===== config.mk =====
export PLATFORM = sky130hd
export DESIGN_NAME = mfhf_top
export DESIGN_NICKNAME = d
export VERILOG_FILES = /design/src/mfhf_pkg.sv /design/src/mfhf_fwd_decide.sv /design/src/mfhf_port_mode.sv /design/src/mfhf_top.sv
export SDC_FILE = /design/constraint.sdc
export NUM_CORES = 1
export LEC_CHECK = 0
export BUFFER_PORTS_ARGS = -buffer_cell sky130_fd_sc_hd__buf_2
export CORE_AREA = 3 3 84 86
export DETAILED_ROUTE_END_ITERATION = 7
export DIE_AREA = 0 0 87 89
export GPL_TIMING_DRIVEN = 0
export PLACE_DENSITY = 0.95
export SKIP_CTS_REPAIR_TIMING = 1
export SYNTH_ARGS = -nofsm -noshare
export SYNTH_HDL_FRONTEND = slang
export SYNTH_SLANG_ARGS = --single-unit
export TNS_END_PERCENT = 30

===== constraint.sdc =====
create_clock -name mclk -period 4.7 [get_ports mclk]
set_clock_uncertainty 0.05 [all_clocks]
set_input_delay 0.94 -clock mclk [delete_from_list [all_inputs] [get_ports mclk]]
set_output_delay 0.94 -clock mclk [all_outputs]
set_load 0.03 [all_outputs]

===== src/mfhf_pkg.sv =====
// Constants for the management filter control and host-forward register bank
package mfhf_pkg;
    localparam int ADDR_W = 16;
    localparam int NFILT = 25;
    localparam logic [15:0] OFS_MAIN_CTRL = 16'h0018;
    localparam logic [15:0] OFS_CTRL_TWO = 16'h001C;
    localparam logic [15:0] OFS_FWD_MASK = 16'h0020;
    localparam logic [15:0] OFS_HOST_CTRL_TWO = 16'h5824;
    localparam logic [15:0] OFS_HOST_FWD_MASK = 16'h5860;
    localparam logic [31:0] MAIN_CTRL_WMASK = 32'h0022_0000;
    localparam logic [31:0] CTRL_TWO_WMASK = 32'h0006_F30F;
    localparam logic [31:0] FWD_MASK_WMASK = 32'h01FF_FFFF;
    localparam logic [31:0] MAIN_CTRL_RST = 32'h0000_0000;
    localparam logic [31:0] CTRL_TWO_RST = 32'h0000_0000;
    localparam logic [31:0] FWD_MASK_RST = 32'h0000_0000;
    localparam int BIT_RECV_EN = 17;
    localparam int BIT_HOST_GLOBAL = 21;
    localparam int POS_MODE4 = 0;
    localparam int POS_MODE5 = 2;
    localparam int BIT_SIDE4 = 8;
    localparam int BIT_SIDE5 = 9;
    localparam int POS_LOW_IPV6 = 12;
    localparam int BIT_ICMPV6 = 17;
    localparam int BIT_ICMPV4 = 18;
    localparam int HIT_LOW_IPV6 = 18;
    localparam int HIT_FLEX4 = 22;
    localparam int HIT_ICMPV4 = 24;
    localparam logic [1:0] MODE_OFF = 2'h0;
    localparam logic [1:0] MODE_UDP = 2'h1;
    localparam logic [1:0] MODE_TCP = 2'h2;
    localparam logic [1:0] MODE_BOTH = 2'h3;
    typedef enum logic [1:0] {
        MFHF_IDLE = 2'b01,
        MFHF_ACK = 2'b10
    } mfhf_bus_state_t;
endpackage


===== src/mfhf_fwd_decide.sv =====
// Per-packet routing decision: firmware delivery and host copy
`timescale 1ns/1ps
`default_nettype none
module mfhf_fwd_decide (
    input wire logic mclk,
    input wire logic rstn,
    input wire logic pkt_valid,
    input wire logic [24:0] hits,
    input wire logic icmpv6_hit,
    input wire logic [24:0] fwd_mask,
    input wire logic recv_en,
    input wire logic host_global_en,
    output logic decision_valid,
    output logic fw_route,
    output logic host_copy
);
    logic valid_q, valid_d;
    logic route_q, route_d;
    logic host_q, host_d;
    always_comb
    begin
        valid_d = pkt_valid;
        route_d = pkt_valid && recv_en && ((|hits) || icmpv6_hit);
        host_d = pkt_valid && recv_en && host_global_en && (|(hits & fwd_mask));
    end
    always_ff @(posedge mclk)
    begin
        if (!rstn)
        begin
            valid_q <= 1'b0;
            route_q <= 1'b0;
            host_q <= 1'b0;
        end
        else
        begin
            valid_q <= valid_d;
            route_q <= route_d;
            host_q <= host_d;
        end
    end
    assign decision_valid = valid_q;
    assign fw_route = route_q;
    assign host_copy = host_q;

    a_no_recv_route: assert property (@(posedge mclk) disable iff (!rstn)
        pkt_valid && !recv_en |=> !fw_route && !host_copy)
        else $error("packet routed while receive disabled");
    a_global_gate: assert property (@(posedge mclk) disable iff (!rstn)
        pkt_valid && !host_global_en |=> !host_copy)
        else $error("host copy without global enable");
    a_host_any_hit: assert property (@(posedge mclk) disable iff (!rstn)
        pkt_valid && recv_en && host_global_en && (|(hits & fwd_mask)) |=> host_copy && fw_route)
        else $error("masked hit not copied to host");
    a_copy_needs_route: assert property (@(posedge mclk) disable iff (!rstn)
        host_copy |-> fw_route && decision_valid && (|($past(hits) & $past(fwd_mask))))
        else $error("host copy without a masked firmware route");
endmodule // mfhf_fwd_decide
`default_nettype wire


===== src/mfhf_port_mode.sv =====
// Flexible port filter protocol and side decode
`timescale 1ns/1ps
`default_nettype none
module mfhf_port_mode (
    input wire logic [1:0] mode,
    input wire logic side_src,
    input wire logic dst_hit,
    input wire logic src_hit,
    input wire logic pkt_udp,
    input wire logic pkt_tcp,
    output logic hit
);
    logic udp_ok;
    logic tcp_ok;
    logic port_ok;
    always_comb
    begin
        udp_ok = (mode == mfhf_pkg::MODE_UDP) || (mode == mfhf_pkg::MODE_BOTH);
        tcp_ok = (mode == mfhf_pkg::MODE_TCP) || (mode == mfhf_pkg::MODE_BOTH);
        port_ok = side_src ? src_hit : dst_hit;
        hit = port_ok && ((udp_ok && pkt_udp) || (tcp_ok && pkt_tcp));
    end
endmodule // mfhf_port_mode
`default_nettype wire


===== src/mfhf_top.sv =====
// Management filter control and host-forward register bank with Avalon-MM slave
//
// The Avalon-MM interface to the registers is this design's own decision.
`timescale 1ns/1ps
`default_nettype none
module mfhf_top (
    input wire logic mclk,
    input wire logic rstn,
    input wire logic [15:0] avs_address,
    input wire logic avs_read,
    input wire logic avs_write,
    input wire logic [31:0] avs_writedata,
    input wire logic [3:0] avs_byteenable,
    output logic [31:0] avs_readdata,
    output logic avs_waitrequest,
    input wire logic pkt_valid,
    input wire logic [24:0] filter_hit,
    input wire logic [1:0] flex_dst_hit,
    input wire logic [1:0] flex_src_hit,
    input wire logic pkt_udp,
    input wire logic pkt_tcp,
    input wire logic icmpv6_hit,
    output logic [1:0] flex_port_filter_4_mode,
    output logic [1:0] flex_port_filter_5_mode,
    output logic [1:0] port_side_select,
    output logic [3:0] low_ipv6_addr_filter,
    output logic icmpv6_filter_en,
    output logic ipv4_control_msg_filter,
    output logic recv_to_firmware_enable,
    output logic host_forward_global_enable,
    output logic decision_valid,
    output logic fw_route,
    output logic host_copy
);
    mfhf_pkg::mfhf_bus_state_t state_q, state_d;
    logic [31:0] main_q, main_d;
    logic [31:0] ctrl_q, ctrl_d;
    logic [31:0] mask_q, mask_d;
    logic [31:0] rdata_q, rdata_d;
    logic [31:0] bmask;
    logic [31:0] rsel;
    logic req;
    logic wr_take;
    logic [24:0] en_vec;
    logic [24:0] hit_gated;
    logic [1:0] flex_hit;

    assign req = avs_read || avs_write;
    // One wait cycle gives read data time to settle in a flop
    assign avs_waitrequest = req && (state_q != mfhf_pkg::MFHF_ACK);
    assign wr_take = avs_write && (state_q == mfhf_pkg::MFHF_ACK);

    always_comb
    begin
        case (state_q)
            mfhf_pkg::MFHF_IDLE: state_d = req ? mfhf_pkg::MFHF_ACK : mfhf_pkg::MFHF_IDLE;
            mfhf_pkg::MFHF_ACK: state_d = mfhf_pkg::MFHF_IDLE;
            default: state_d = mfhf_pkg::MFHF_IDLE;
        endcase
    end

    always_comb
    begin
        bmask = {{8{avs_byteenable[3]}}, {8{avs_byteenable[2]}},
                 {8{avs_byteenable[1]}}, {8{avs_byteenable[0]}}};
        main_d = main_q;
        ctrl_d = ctrl_q;
        mask_d = mask_q;
        // firmware write path; host mirrors ignore writes
        if (wr_take)
        begin
            case (avs_address)
                mfhf_pkg::OFS_MAIN_CTRL:
                    main_d = ((main_q & ~bmask) | (avs_writedata & bmask))
                             & mfhf_pkg::MAIN_CTRL_WMASK;
                mfhf_pkg::OFS_CTRL_TWO:
                    ctrl_d = ((ctrl_q & ~bmask) | (avs_writedata & bmask))
                             & mfhf_pkg::CTRL_TWO_WMASK;
                mfhf_pkg::OFS_FWD_MASK:
                    mask_d = ((mask_q & ~bmask) | (avs_writedata & bmask))
                             & mfhf_pkg::FWD_MASK_WMASK;
                default:
                begin
                    main_d = main_q;
                end
            endcase
        end
    end

    always_comb
    begin
        // host view reads the same flops
        case (avs_address)
            mfhf_pkg::OFS_MAIN_CTRL: rsel = main_q;
            mfhf_pkg::OFS_CTRL_TWO: rsel = ctrl_q;
            mfhf_pkg::OFS_FWD_MASK: rsel = mask_q;
            mfhf_pkg::OFS_HOST_CTRL_TWO: rsel = ctrl_q;
            mfhf_pkg::OFS_HOST_FWD_MASK: rsel = mask_q;
            default: rsel = 32'h0000_0000;
        endcase
        rdata_d = (avs_read && state_q == mfhf_pkg::MFHF_IDLE) ? rsel : rdata_q;
    end

    always_ff @(posedge mclk)
    begin
        if (!rstn)
        begin
            state_q <= mfhf_pkg::MFHF_IDLE;
            main_q <= mfhf_pkg::MAIN_CTRL_RST;
            ctrl_q <= mfhf_pkg::CTRL_TWO_RST;
            mask_q <= mfhf_pkg::FWD_MASK_RST;
            rdata_q <= 32'h0000_0000;
        end
        else
        begin
            state_q <= state_d;
            main_q <= main_d;
            ctrl_q <= ctrl_d;
            mask_q <= mask_d;
            rdata_q <= rdata_d;
        end
    end
    assign avs_readdata = rdata_q;

    assign flex_port_filter_4_mode = ctrl_q[mfhf_pkg::POS_MODE4 +: 2];
    assign flex_port_filter_5_mode = ctrl_q[mfhf_pkg::POS_MODE5 +: 2];
    assign port_side_select = {ctrl_q[mfhf_pkg::BIT_SIDE5], ctrl_q[mfhf_pkg::BIT_SIDE4]};
    assign low_ipv6_addr_filter = ctrl_q[mfhf_pkg::POS_LOW_IPV6 +: 4];
    assign icmpv6_filter_en = ctrl_q[mfhf_pkg::BIT_ICMPV6];
    assign ipv4_control_msg_filter = ctrl_q[mfhf_pkg::BIT_ICMPV4];
    assign recv_to_firmware_enable = main_q[mfhf_pkg::BIT_RECV_EN];
    assign host_forward_global_enable = main_q[mfhf_pkg::BIT_HOST_GLOBAL];

    genvar gi;
    generate
        for (gi = 0; gi < 2; gi++)
        begin : g_flex
            mfhf_port_mode u_mode (
                .mode(ctrl_q[2*gi +: 2]),
                .side_src(port_side_select[gi]),
                .dst_hit(flex_dst_hit[gi]),
                .src_hit(flex_src_hit[gi]),
                .pkt_udp(pkt_udp),
                .pkt_tcp(pkt_tcp),
                .hit(flex_hit[gi])
            );
        end
    endgenerate

    always_comb
    begin
        en_vec = {mfhf_pkg::NFILT{1'b1}};
        en_vec[mfhf_pkg::HIT_LOW_IPV6 +: 4] = low_ipv6_addr_filter;
        en_vec[mfhf_pkg::HIT_ICMPV4] = ipv4_control_msg_filter;
        hit_gated = filter_hit & en_vec;
        // flex ports 4 and 5 decided locally
        hit_gated[mfhf_pkg::HIT_FLEX4 +: 2] = flex_hit;
    end

    mfhf_fwd_decide u_decide (
        .mclk(mclk),
        .rstn(rstn),
        .pkt_valid(pkt_valid),
        .hits(hit_gated),
        .icmpv6_hit(icmpv6_hit && icmpv6_filter_en),
        .fwd_mask(mask_q[mfhf_pkg::NFILT-1:0]),
        .recv_en(recv_to_firmware_enable),
        .host_global_en(host_forward_global_enable),
        .decision_valid(decision_valid),
        .fw_route(fw_route),
        .host_copy(host_copy)
    );

    a_wait_first: assert property (@(posedge mclk) disable iff (!rstn)
        req && state_q == mfhf_pkg::MFHF_IDLE |-> avs_waitrequest ##1 !avs_waitrequest)
        else $error("bus answer not after one wait cycle");
    a_write_ctrl: assert property (@(posedge mclk) disable iff (!rstn)
        wr_take && avs_address == mfhf_pkg::OFS_CTRL_TWO && avs_byteenable == 4'hF
        |=> ctrl_q == ($past(avs_writedata) & mfhf_pkg::CTRL_TWO_WMASK))
        else $error("control write not stored");
    a_mirror_ctrl: assert property (@(posedge mclk) disable iff (!rstn)
        avs_read && !avs_waitrequest && avs_address == mfhf_pkg::OFS_HOST_CTRL_TWO
        |-> avs_readdata == ctrl_q)
        else $error("host control mirror mismatch");
    a_mirror_mask: assert property (@(posedge mclk) disable iff (!rstn)
        avs_read && !avs_waitrequest && avs_address == mfhf_pkg::OFS_HOST_FWD_MASK
        |-> avs_readdata == mask_q)
        else $error("host mask mirror mismatch");
    a_host_ro: assert property (@(posedge mclk) disable iff (!rstn)
        wr_take && (avs_address == mfhf_pkg::OFS_HOST_CTRL_TWO
                    || avs_address == mfhf_pkg::OFS_HOST_FWD_MASK)
        |=> $stable(ctrl_q) && $stable(mask_q))
        else $error("host mirror accepted a write");
    a_flex4_off: assert property (@(posedge mclk) disable iff (!rstn)
        flex_port_filter_4_mode == mfhf_pkg::MODE_OFF |-> !hit_gated[mfhf_pkg::HIT_FLEX4])
        else $error("disabled flex port 4 hit");
    a_flex5_side: assert property (@(posedge mclk) disable iff (!rstn)
        flex_port_filter_5_mode == mfhf_pkg::MODE_BOTH && pkt_udp && port_side_select[1]
        |-> hit_gated[mfhf_pkg::HIT_FLEX4+1] == flex_src_hit[1])
        else $error("flex port 5 side select wrong");
    a_lowip_en: assert property (@(posedge mclk) disable iff (!rstn)
        hit_gated[mfhf_pkg::HIT_LOW_IPV6 +: 4] == (filter_hit[mfhf_pkg::HIT_LOW_IPV6 +: 4]
                                                   & low_ipv6_addr_filter))
        else $error("low IPv6 enable not applied");
    a_icmp4_en: assert property (@(posedge mclk) disable iff (!rstn)
        !ipv4_control_msg_filter |-> !hit_gated[mfhf_pkg::HIT_ICMPV4])
        else $error("disabled IPv4 ICMP hit");
    a_write_main: assert property (@(posedge mclk) disable iff (!rstn)
        wr_take && avs_address == mfhf_pkg::OFS_MAIN_CTRL && avs_byteenable == 4'hF
        |=> main_q == ($past(avs_writedata) & mfhf_pkg::MAIN_CTRL_WMASK))
        else $error("main control write not stored");
    a_write_mask: assert property (@(posedge mclk) disable iff (!rstn)
        wr_take && avs_address == mfhf_pkg::OFS_FWD_MASK && avs_byteenable == 4'hF
        |=> mask_q == ($past(avs_writedata) & mfhf_pkg::FWD_MASK_WMASK))
        else $error("forward mask write not stored");
    a_regs_hold: assert property (@(posedge mclk) disable iff (!rstn)
        !wr_take
        |=> $stable(main_q) && $stable(ctrl_q) && $stable(mask_q))
        else $error("register changed without a write");
    a_read_main: assert property (@(posedge mclk) disable iff (!rstn)
        avs_read && !avs_waitrequest && avs_address == mfhf_pkg::OFS_MAIN_CTRL
        |-> avs_readdata == main_q)
        else $error("main control read mismatch");
    a_read_ctrl: assert property (@(posedge mclk) disable iff (!rstn)
        avs_read && !avs_waitrequest && avs_address == mfhf_pkg::OFS_CTRL_TWO
        |-> avs_readdata == ctrl_q)
        else $error("control read mismatch");
    a_read_mask: assert property (@(posedge mclk) disable iff (!rstn)
        avs_read && !avs_waitrequest && avs_address == mfhf_pkg::OFS_FWD_MASK
        |-> avs_readdata == mask_q)
        else $error("forward mask read mismatch");
    a_read_unmapped: assert property (@(posedge mclk) disable iff (!rstn)
        avs_read && !avs_waitrequest && avs_address != mfhf_pkg::OFS_MAIN_CTRL
        && avs_address != mfhf_pkg::OFS_CTRL_TWO && avs_address != mfhf_pkg::OFS_FWD_MASK
        && avs_address != mfhf_pkg::OFS_HOST_CTRL_TWO
        && avs_address != mfhf_pkg::OFS_HOST_FWD_MASK
        |-> avs_readdata == 32'h0000_0000)
        else $error("unmapped read not zero");
    a_read_stable: assert property (@(posedge mclk) disable iff (!rstn)
        !(avs_read && state_q == mfhf_pkg::MFHF_IDLE)
        |=> $stable(avs_readdata))
        else $error("read data moved without a read");
    a_wait_idle: assert property (@(posedge mclk) disable iff (!rstn)
        !avs_read && !avs_write |-> !avs_waitrequest)
        else $error("wait raised with no request");
    a_reset_regs: assert property (@(posedge mclk) disable iff (!rstn)
        $rose(rstn) |-> main_q == mfhf_pkg::MAIN_CTRL_RST && ctrl_q == mfhf_pkg::CTRL_TWO_RST
        && mask_q == mfhf_pkg::FWD_MASK_RST)
        else $error("registers not cleared by reset");
    a_reset_outputs: assert property (@(posedge mclk) disable iff (!rstn)
        $rose(rstn) |-> !decision_valid && !fw_route && !host_copy
        && avs_readdata == 32'h0000_0000)
        else $error("outputs not cleared by reset");
    a_flex4_udp: assert property (@(posedge mclk) disable iff (!rstn)
        flex_port_filter_4_mode == mfhf_pkg::MODE_UDP && !pkt_udp
        |-> !hit_gated[mfhf_pkg::HIT_FLEX4])
        else $error("flex port 4 UDP mode hit a non-UDP packet");
    a_flex4_tcp: assert property (@(posedge mclk) disable iff (!rstn)
        flex_port_filter_4_mode == mfhf_pkg::MODE_TCP && !pkt_tcp
        |-> !hit_gated[mfhf_pkg::HIT_FLEX4])
        else $error("flex port 4 TCP mode hit a non-TCP packet");
    a_flex5_off: assert property (@(posedge mclk) disable iff (!rstn)
        flex_port_filter_5_mode == mfhf_pkg::MODE_OFF
        |-> !hit_gated[mfhf_pkg::HIT_FLEX4+1])
        else $error("disabled flex port 5 hit");
    a_flex5_udp: assert property (@(posedge mclk) disable iff (!rstn)
        flex_port_filter_5_mode == mfhf_pkg::MODE_UDP && !pkt_udp
        |-> !hit_gated[mfhf_pkg::HIT_FLEX4+1])
        else $error("flex port 5 UDP mode hit a non-UDP packet");
    a_flex4_dst: assert property (@(posedge mclk) disable iff (!rstn)
        flex_port_filter_4_mode == mfhf_pkg::MODE_BOTH && pkt_tcp && !port_side_select[0]
        |-> hit_gated[mfhf_pkg::HIT_FLEX4] == flex_dst_hit[0])
        else $error("flex port 4 destination select wrong");
    a_flex4_src: assert property (@(posedge mclk) disable iff (!rstn)
        flex_port_filter_4_mode == mfhf_pkg::MODE_BOTH && pkt_tcp && port_side_select[0]
        |-> hit_gated[mfhf_pkg::HIT_FLEX4] == flex_src_hit[0])
        else $error("flex port 4 source select wrong");
    a_flex5_dst: assert property (@(posedge mclk) disable iff (!rstn)
        flex_port_filter_5_mode == mfhf_pkg::MODE_BOTH && pkt_tcp && !port_side_select[1]
        |-> hit_gated[mfhf_pkg::HIT_FLEX4+1] == flex_dst_hit[1])
        else $error("flex port 5 destination select wrong");
    a_icmp6_route: assert property (@(posedge mclk) disable iff (!rstn)
        pkt_valid && recv_to_firmware_enable && icmpv6_hit && icmpv6_filter_en
        |=> fw_route)
        else $error("ICMPv6 packet not routed to firmware");
    a_icmp6_off: assert property (@(posedge mclk) disable iff (!rstn)
        pkt_valid && !icmpv6_filter_en && !(|hit_gated)
        |=> !fw_route)
        else $error("packet routed with no filter hit");
    a_icmp4_pass: assert property (@(posedge mclk) disable iff (!rstn)
        ipv4_control_msg_filter
        |-> hit_gated[mfhf_pkg::HIT_ICMPV4] == filter_hit[mfhf_pkg::HIT_ICMPV4])
        else $error("enabled IPv4 ICMP hit lost");
    a_pass_flex: assert property (@(posedge mclk) disable iff (!rstn)
        hit_gated[4:0] == filter_hit[4:0])
        else $error("flex hits not passed on");
    a_pass_rmcp_arp: assert property (@(posedge mclk) disable iff (!rstn)
        hit_gated[8:5] == filter_hit[8:5])
        else $error("remote port or ARP hits not passed on");
    a_pass_bc_vlan: assert property (@(posedge mclk) disable iff (!rstn)
        hit_gated[14:9] == filter_hit[14:9])
        else $error("broadcast, neighbor or VLAN hits not passed on");
    a_pass_shared: assert property (@(posedge mclk) disable iff (!rstn)
        hit_gated[15] == filter_hit[15])
        else $error("shared address hit not passed on");
    a_pass_fp3: assert property (@(posedge mclk) disable iff (!rstn)
        hit_gated[16] == filter_hit[16])
        else $error("flex port 3 hit not passed on");
    a_pass_anm: assert property (@(posedge mclk) disable iff (!rstn)
        hit_gated[17] == filter_hit[17])
        else $error("all-nodes multicast hit not passed on");
    a_host_mask_off: assert property (@(posedge mclk) disable iff (!rstn)
        pkt_valid && !(|(hit_gated & mask_q[mfhf_pkg::NFILT-1:0]))
        |=> !host_copy)
        else $error("host copy without a masked hit");
endmodule // mfhf_top
`default_nettype wire


==> impl_metrics.csv <==
group,metric,value,unit
status,status,"finished, final reports clean",
cells_and_area,n_fill_cell,503,
cells_and_area,stdcell_area,4170,um^2
clock_network,root_buffer,"clkbuf_8",
critical_path,worst_ep_required_time,4.92,ns
timing,clock.fmax,375,MHz
clock_network,cts-buffers-inserted,9,
timing,min_period,2.67,ns
global_routing,grt_max_degree,12,
power,ir_drop,0.185,mV
clock_network,htree_num_levels,3,
cells_and_area,antenna_cells,0,
cells_and_area,fin_nets,596,
detailed_routing,wl_per_cell,18.3,um
clock_network,cts_buffer_depth,2,
cells_and_area,drive_gt1_share,31.7,%
global_routing,grt_overflow,0,
floorplanning,start_util,51.4,%
global_routing,grt.total_usage,27.6,%
critical_path,critical_path_class,"input pin to flop",
synthesis,async_flop_share,0,%
clock_network,clkTransAtPathRegs,0.07,ns
synthesis,yosys-top-cells-count,"nand2_1, dfxtp_1, mux2i_1",
detailed_routing,drt-total-wl,10.8,mm
critical_path,crit_path_frequent_cell,"buf_2",
global_routing,grt_pass1_wl,16.4,mm
placement,place_area,3990,um^2
timing,worstMarginPinSlew,0.879,ns
synthesis,ys.warnings.count,0,
floorplanning,dieHeight,89,um
detailed_routing,routed-via-count,3494,
critical_path,crit_fanout,10,
timing,slew_headroom,41.3,%
synthesis,ys_ff_latch,69,
synthesis,synth_top_area_cell,"dfxtp_1",
critical_path,endpoint_kind,"flop",
synthesis,ys_seq_area_share,42.3,%
floorplanning,die_w,87,um
placement,hpwlAfterDp,8.35,mm
global_routing,antenna_found_initial,0,
synthesis,yosysTopAreaCellShare,42.3,%
placement,gp_congestion,0.922,
cells_and_area,multiInputGateArea,1730,um^2
synthesis,synth_edf_count,0,
cells_and_area,area_growth,27.9,%
critical_path,cp_num_buf_inv,2,
critical_path,worst-path-stages,6,
detailed_routing,firstDrtPassIters,5,
timing,setup_viol,0,
synthesis,ys_types,41,
flow_run,drv_cap,0,
clock_network,clock-sinks,69,
timing,finalCritPeriodShare,56.7,%
critical_path,crit_chain,"buf_2 -> or4b_4 -> nor3_1 -> buf_2 -> nand4_1 -> a21oi_1",
timing,rsz0062_at_grt,"false",
global_routing,grt_pass1_vias,3322,
power,power.leakage,1.97,nW
worst_hold_path,hold_class,"flop to flop",
synthesis,synth_most_common_cell,"nand2_1",
timing,setup_tns,0,ns
detailed_routing,postRouteAntennaNets,0,
critical_path,slowest_stage,"nor3_1",
clock_network,clkLatencyLatePin,0.34,ns
power,powerDensity,279,nW/um^2
timing,hold_viol_final,0,
floorplanning,die-area,7740,um^2
timing,hold_ws,0.404,ns
placement,port_buffers,122,
placement,dp_cells,573,
clock_network,cts_tree,"done",
critical_path,cp-start-kind,"input pin",
synthesis,netlist_area,3260,um^2
critical_path,critPathTopFamily,"simple AND/OR/NAND/NOR gates",
detailed_routing,vias_per_cell,5.94,
placement,dpl_worst_slack,1.74,ns
synthesis,synthFlopType,"dfxtp_1",
critical_path,cp_slowest_stage_delay,0.64,ns
detailed_routing,drt_iter0_drc,385,
worst_hold_path,whs_path_depth,2,
floorplanning,pin_count,139,
detailed_routing,drc_errors,0,
floorplanning,core_area,6350,um^2
timing,drv_slew,0,
cells_and_area,instances_no_fill,588,
cells_and_area,layout.area.seq,1380,um^2
synthesis,synth_cells,368,
floorplanning,rows,29,
synthesis,syn-mean-instance-area,8.86,um^2
timing,fin_ws,2.03,ns
critical_path,arrival,2.89,ns
synthesis,synthTopCellsByArea,"dfxtp_1, mux2i_1, nand2_1",
critical_path,r2r_cells,5,
[area by class of cell]
cell class	instances	share of cell area (%)
flip-flops and latches	69	33.1
clock buffers	10	3.06
multi-input cells	271	41.6
plain buffers	29	3.60
well taps	77	2.31
inverters	5	0.450
clock inverters	5	1.26
repair buffers	122	14.6
[cells in the final DEF (no fill, tap or decap), drive strengths merged, types with 3 or more instances in the layout]
cell type / n
a22oi: 13
nor3: 5
a31oi: 5
buf: 137
inv: 5
conb: 7
or4: 3
nand3: 16
dfxtp: 69
mux2i: 41
a21oi: 21
nand2: 83
o2111ai: 11
clkbuf: 24
clkinv: 3
nor2: 9
nor4: 9
a32oi: 9
nand4: 19
[power by group]
| part | switching [mW] | internal, mW | leakage [nW] | total [mW] |
|---|---|---|---|---|
| clock | 0.218 | 0.239 | 0.0919 | 0.458 |
| sequential | 0.00224 | 0.587 | 0.556 | 0.589 |
| combinational | 0.0762 | 0.0420 | 1.32 | 0.118 |
| total | 0.297 | 0.869 | 1.97 | 1.17 |
[worst paths after layout]
check | startpoint | slack (ns) | end
max | avs_address[3] | 2.03 | avs_readdata[16]
min | avs_readdata[11] | 0.40 | avs_readdata[11]
max reg2reg | state_q[0] | 2.49 | avs_readdata[1]
min reg2reg | avs_readdata[11] | 0.40 | avs_readdata[11]
[kinds of logic (layout without fill, tap and decap cells)]
family	after synthesis	count (layout)	synth area share [%]
other cells	1	7	0.115
mux	41	41	12.6
buf+inv	34	171	5.18
compound gates	66	66	14.5
flops	69	69	42.3
simple gates	157	157	25.3
[tightest hold or removal path, cell delays in order, from the launching register on]
cell	delay [ns]
dfxtp_1	0.31
nand2_1	0.05
a21oi_1	0.05
[through the flow]
stage,total power [mW],utilization [%]
3_3_place_gp,0.715,62.9
6_report,1.17,65.7
5_1_grt,1.20,65.7
4_1_cts,1.16,65.7
3_5_place_dp,0.718,62.9
2_1_floorplan,0.659,-
[layer usage]
layer,vias up,part of all wire (%),track usage (%),routed length (um)
met5,-,0,0,0
met3,32,11,5.16,1180
li1,1625,-,-,-
met2,230,49,47.2,5290
met4,0,2.3,12.5,253
met1,1607,38,33.8,4050
(Power assumes the default switching activity.)
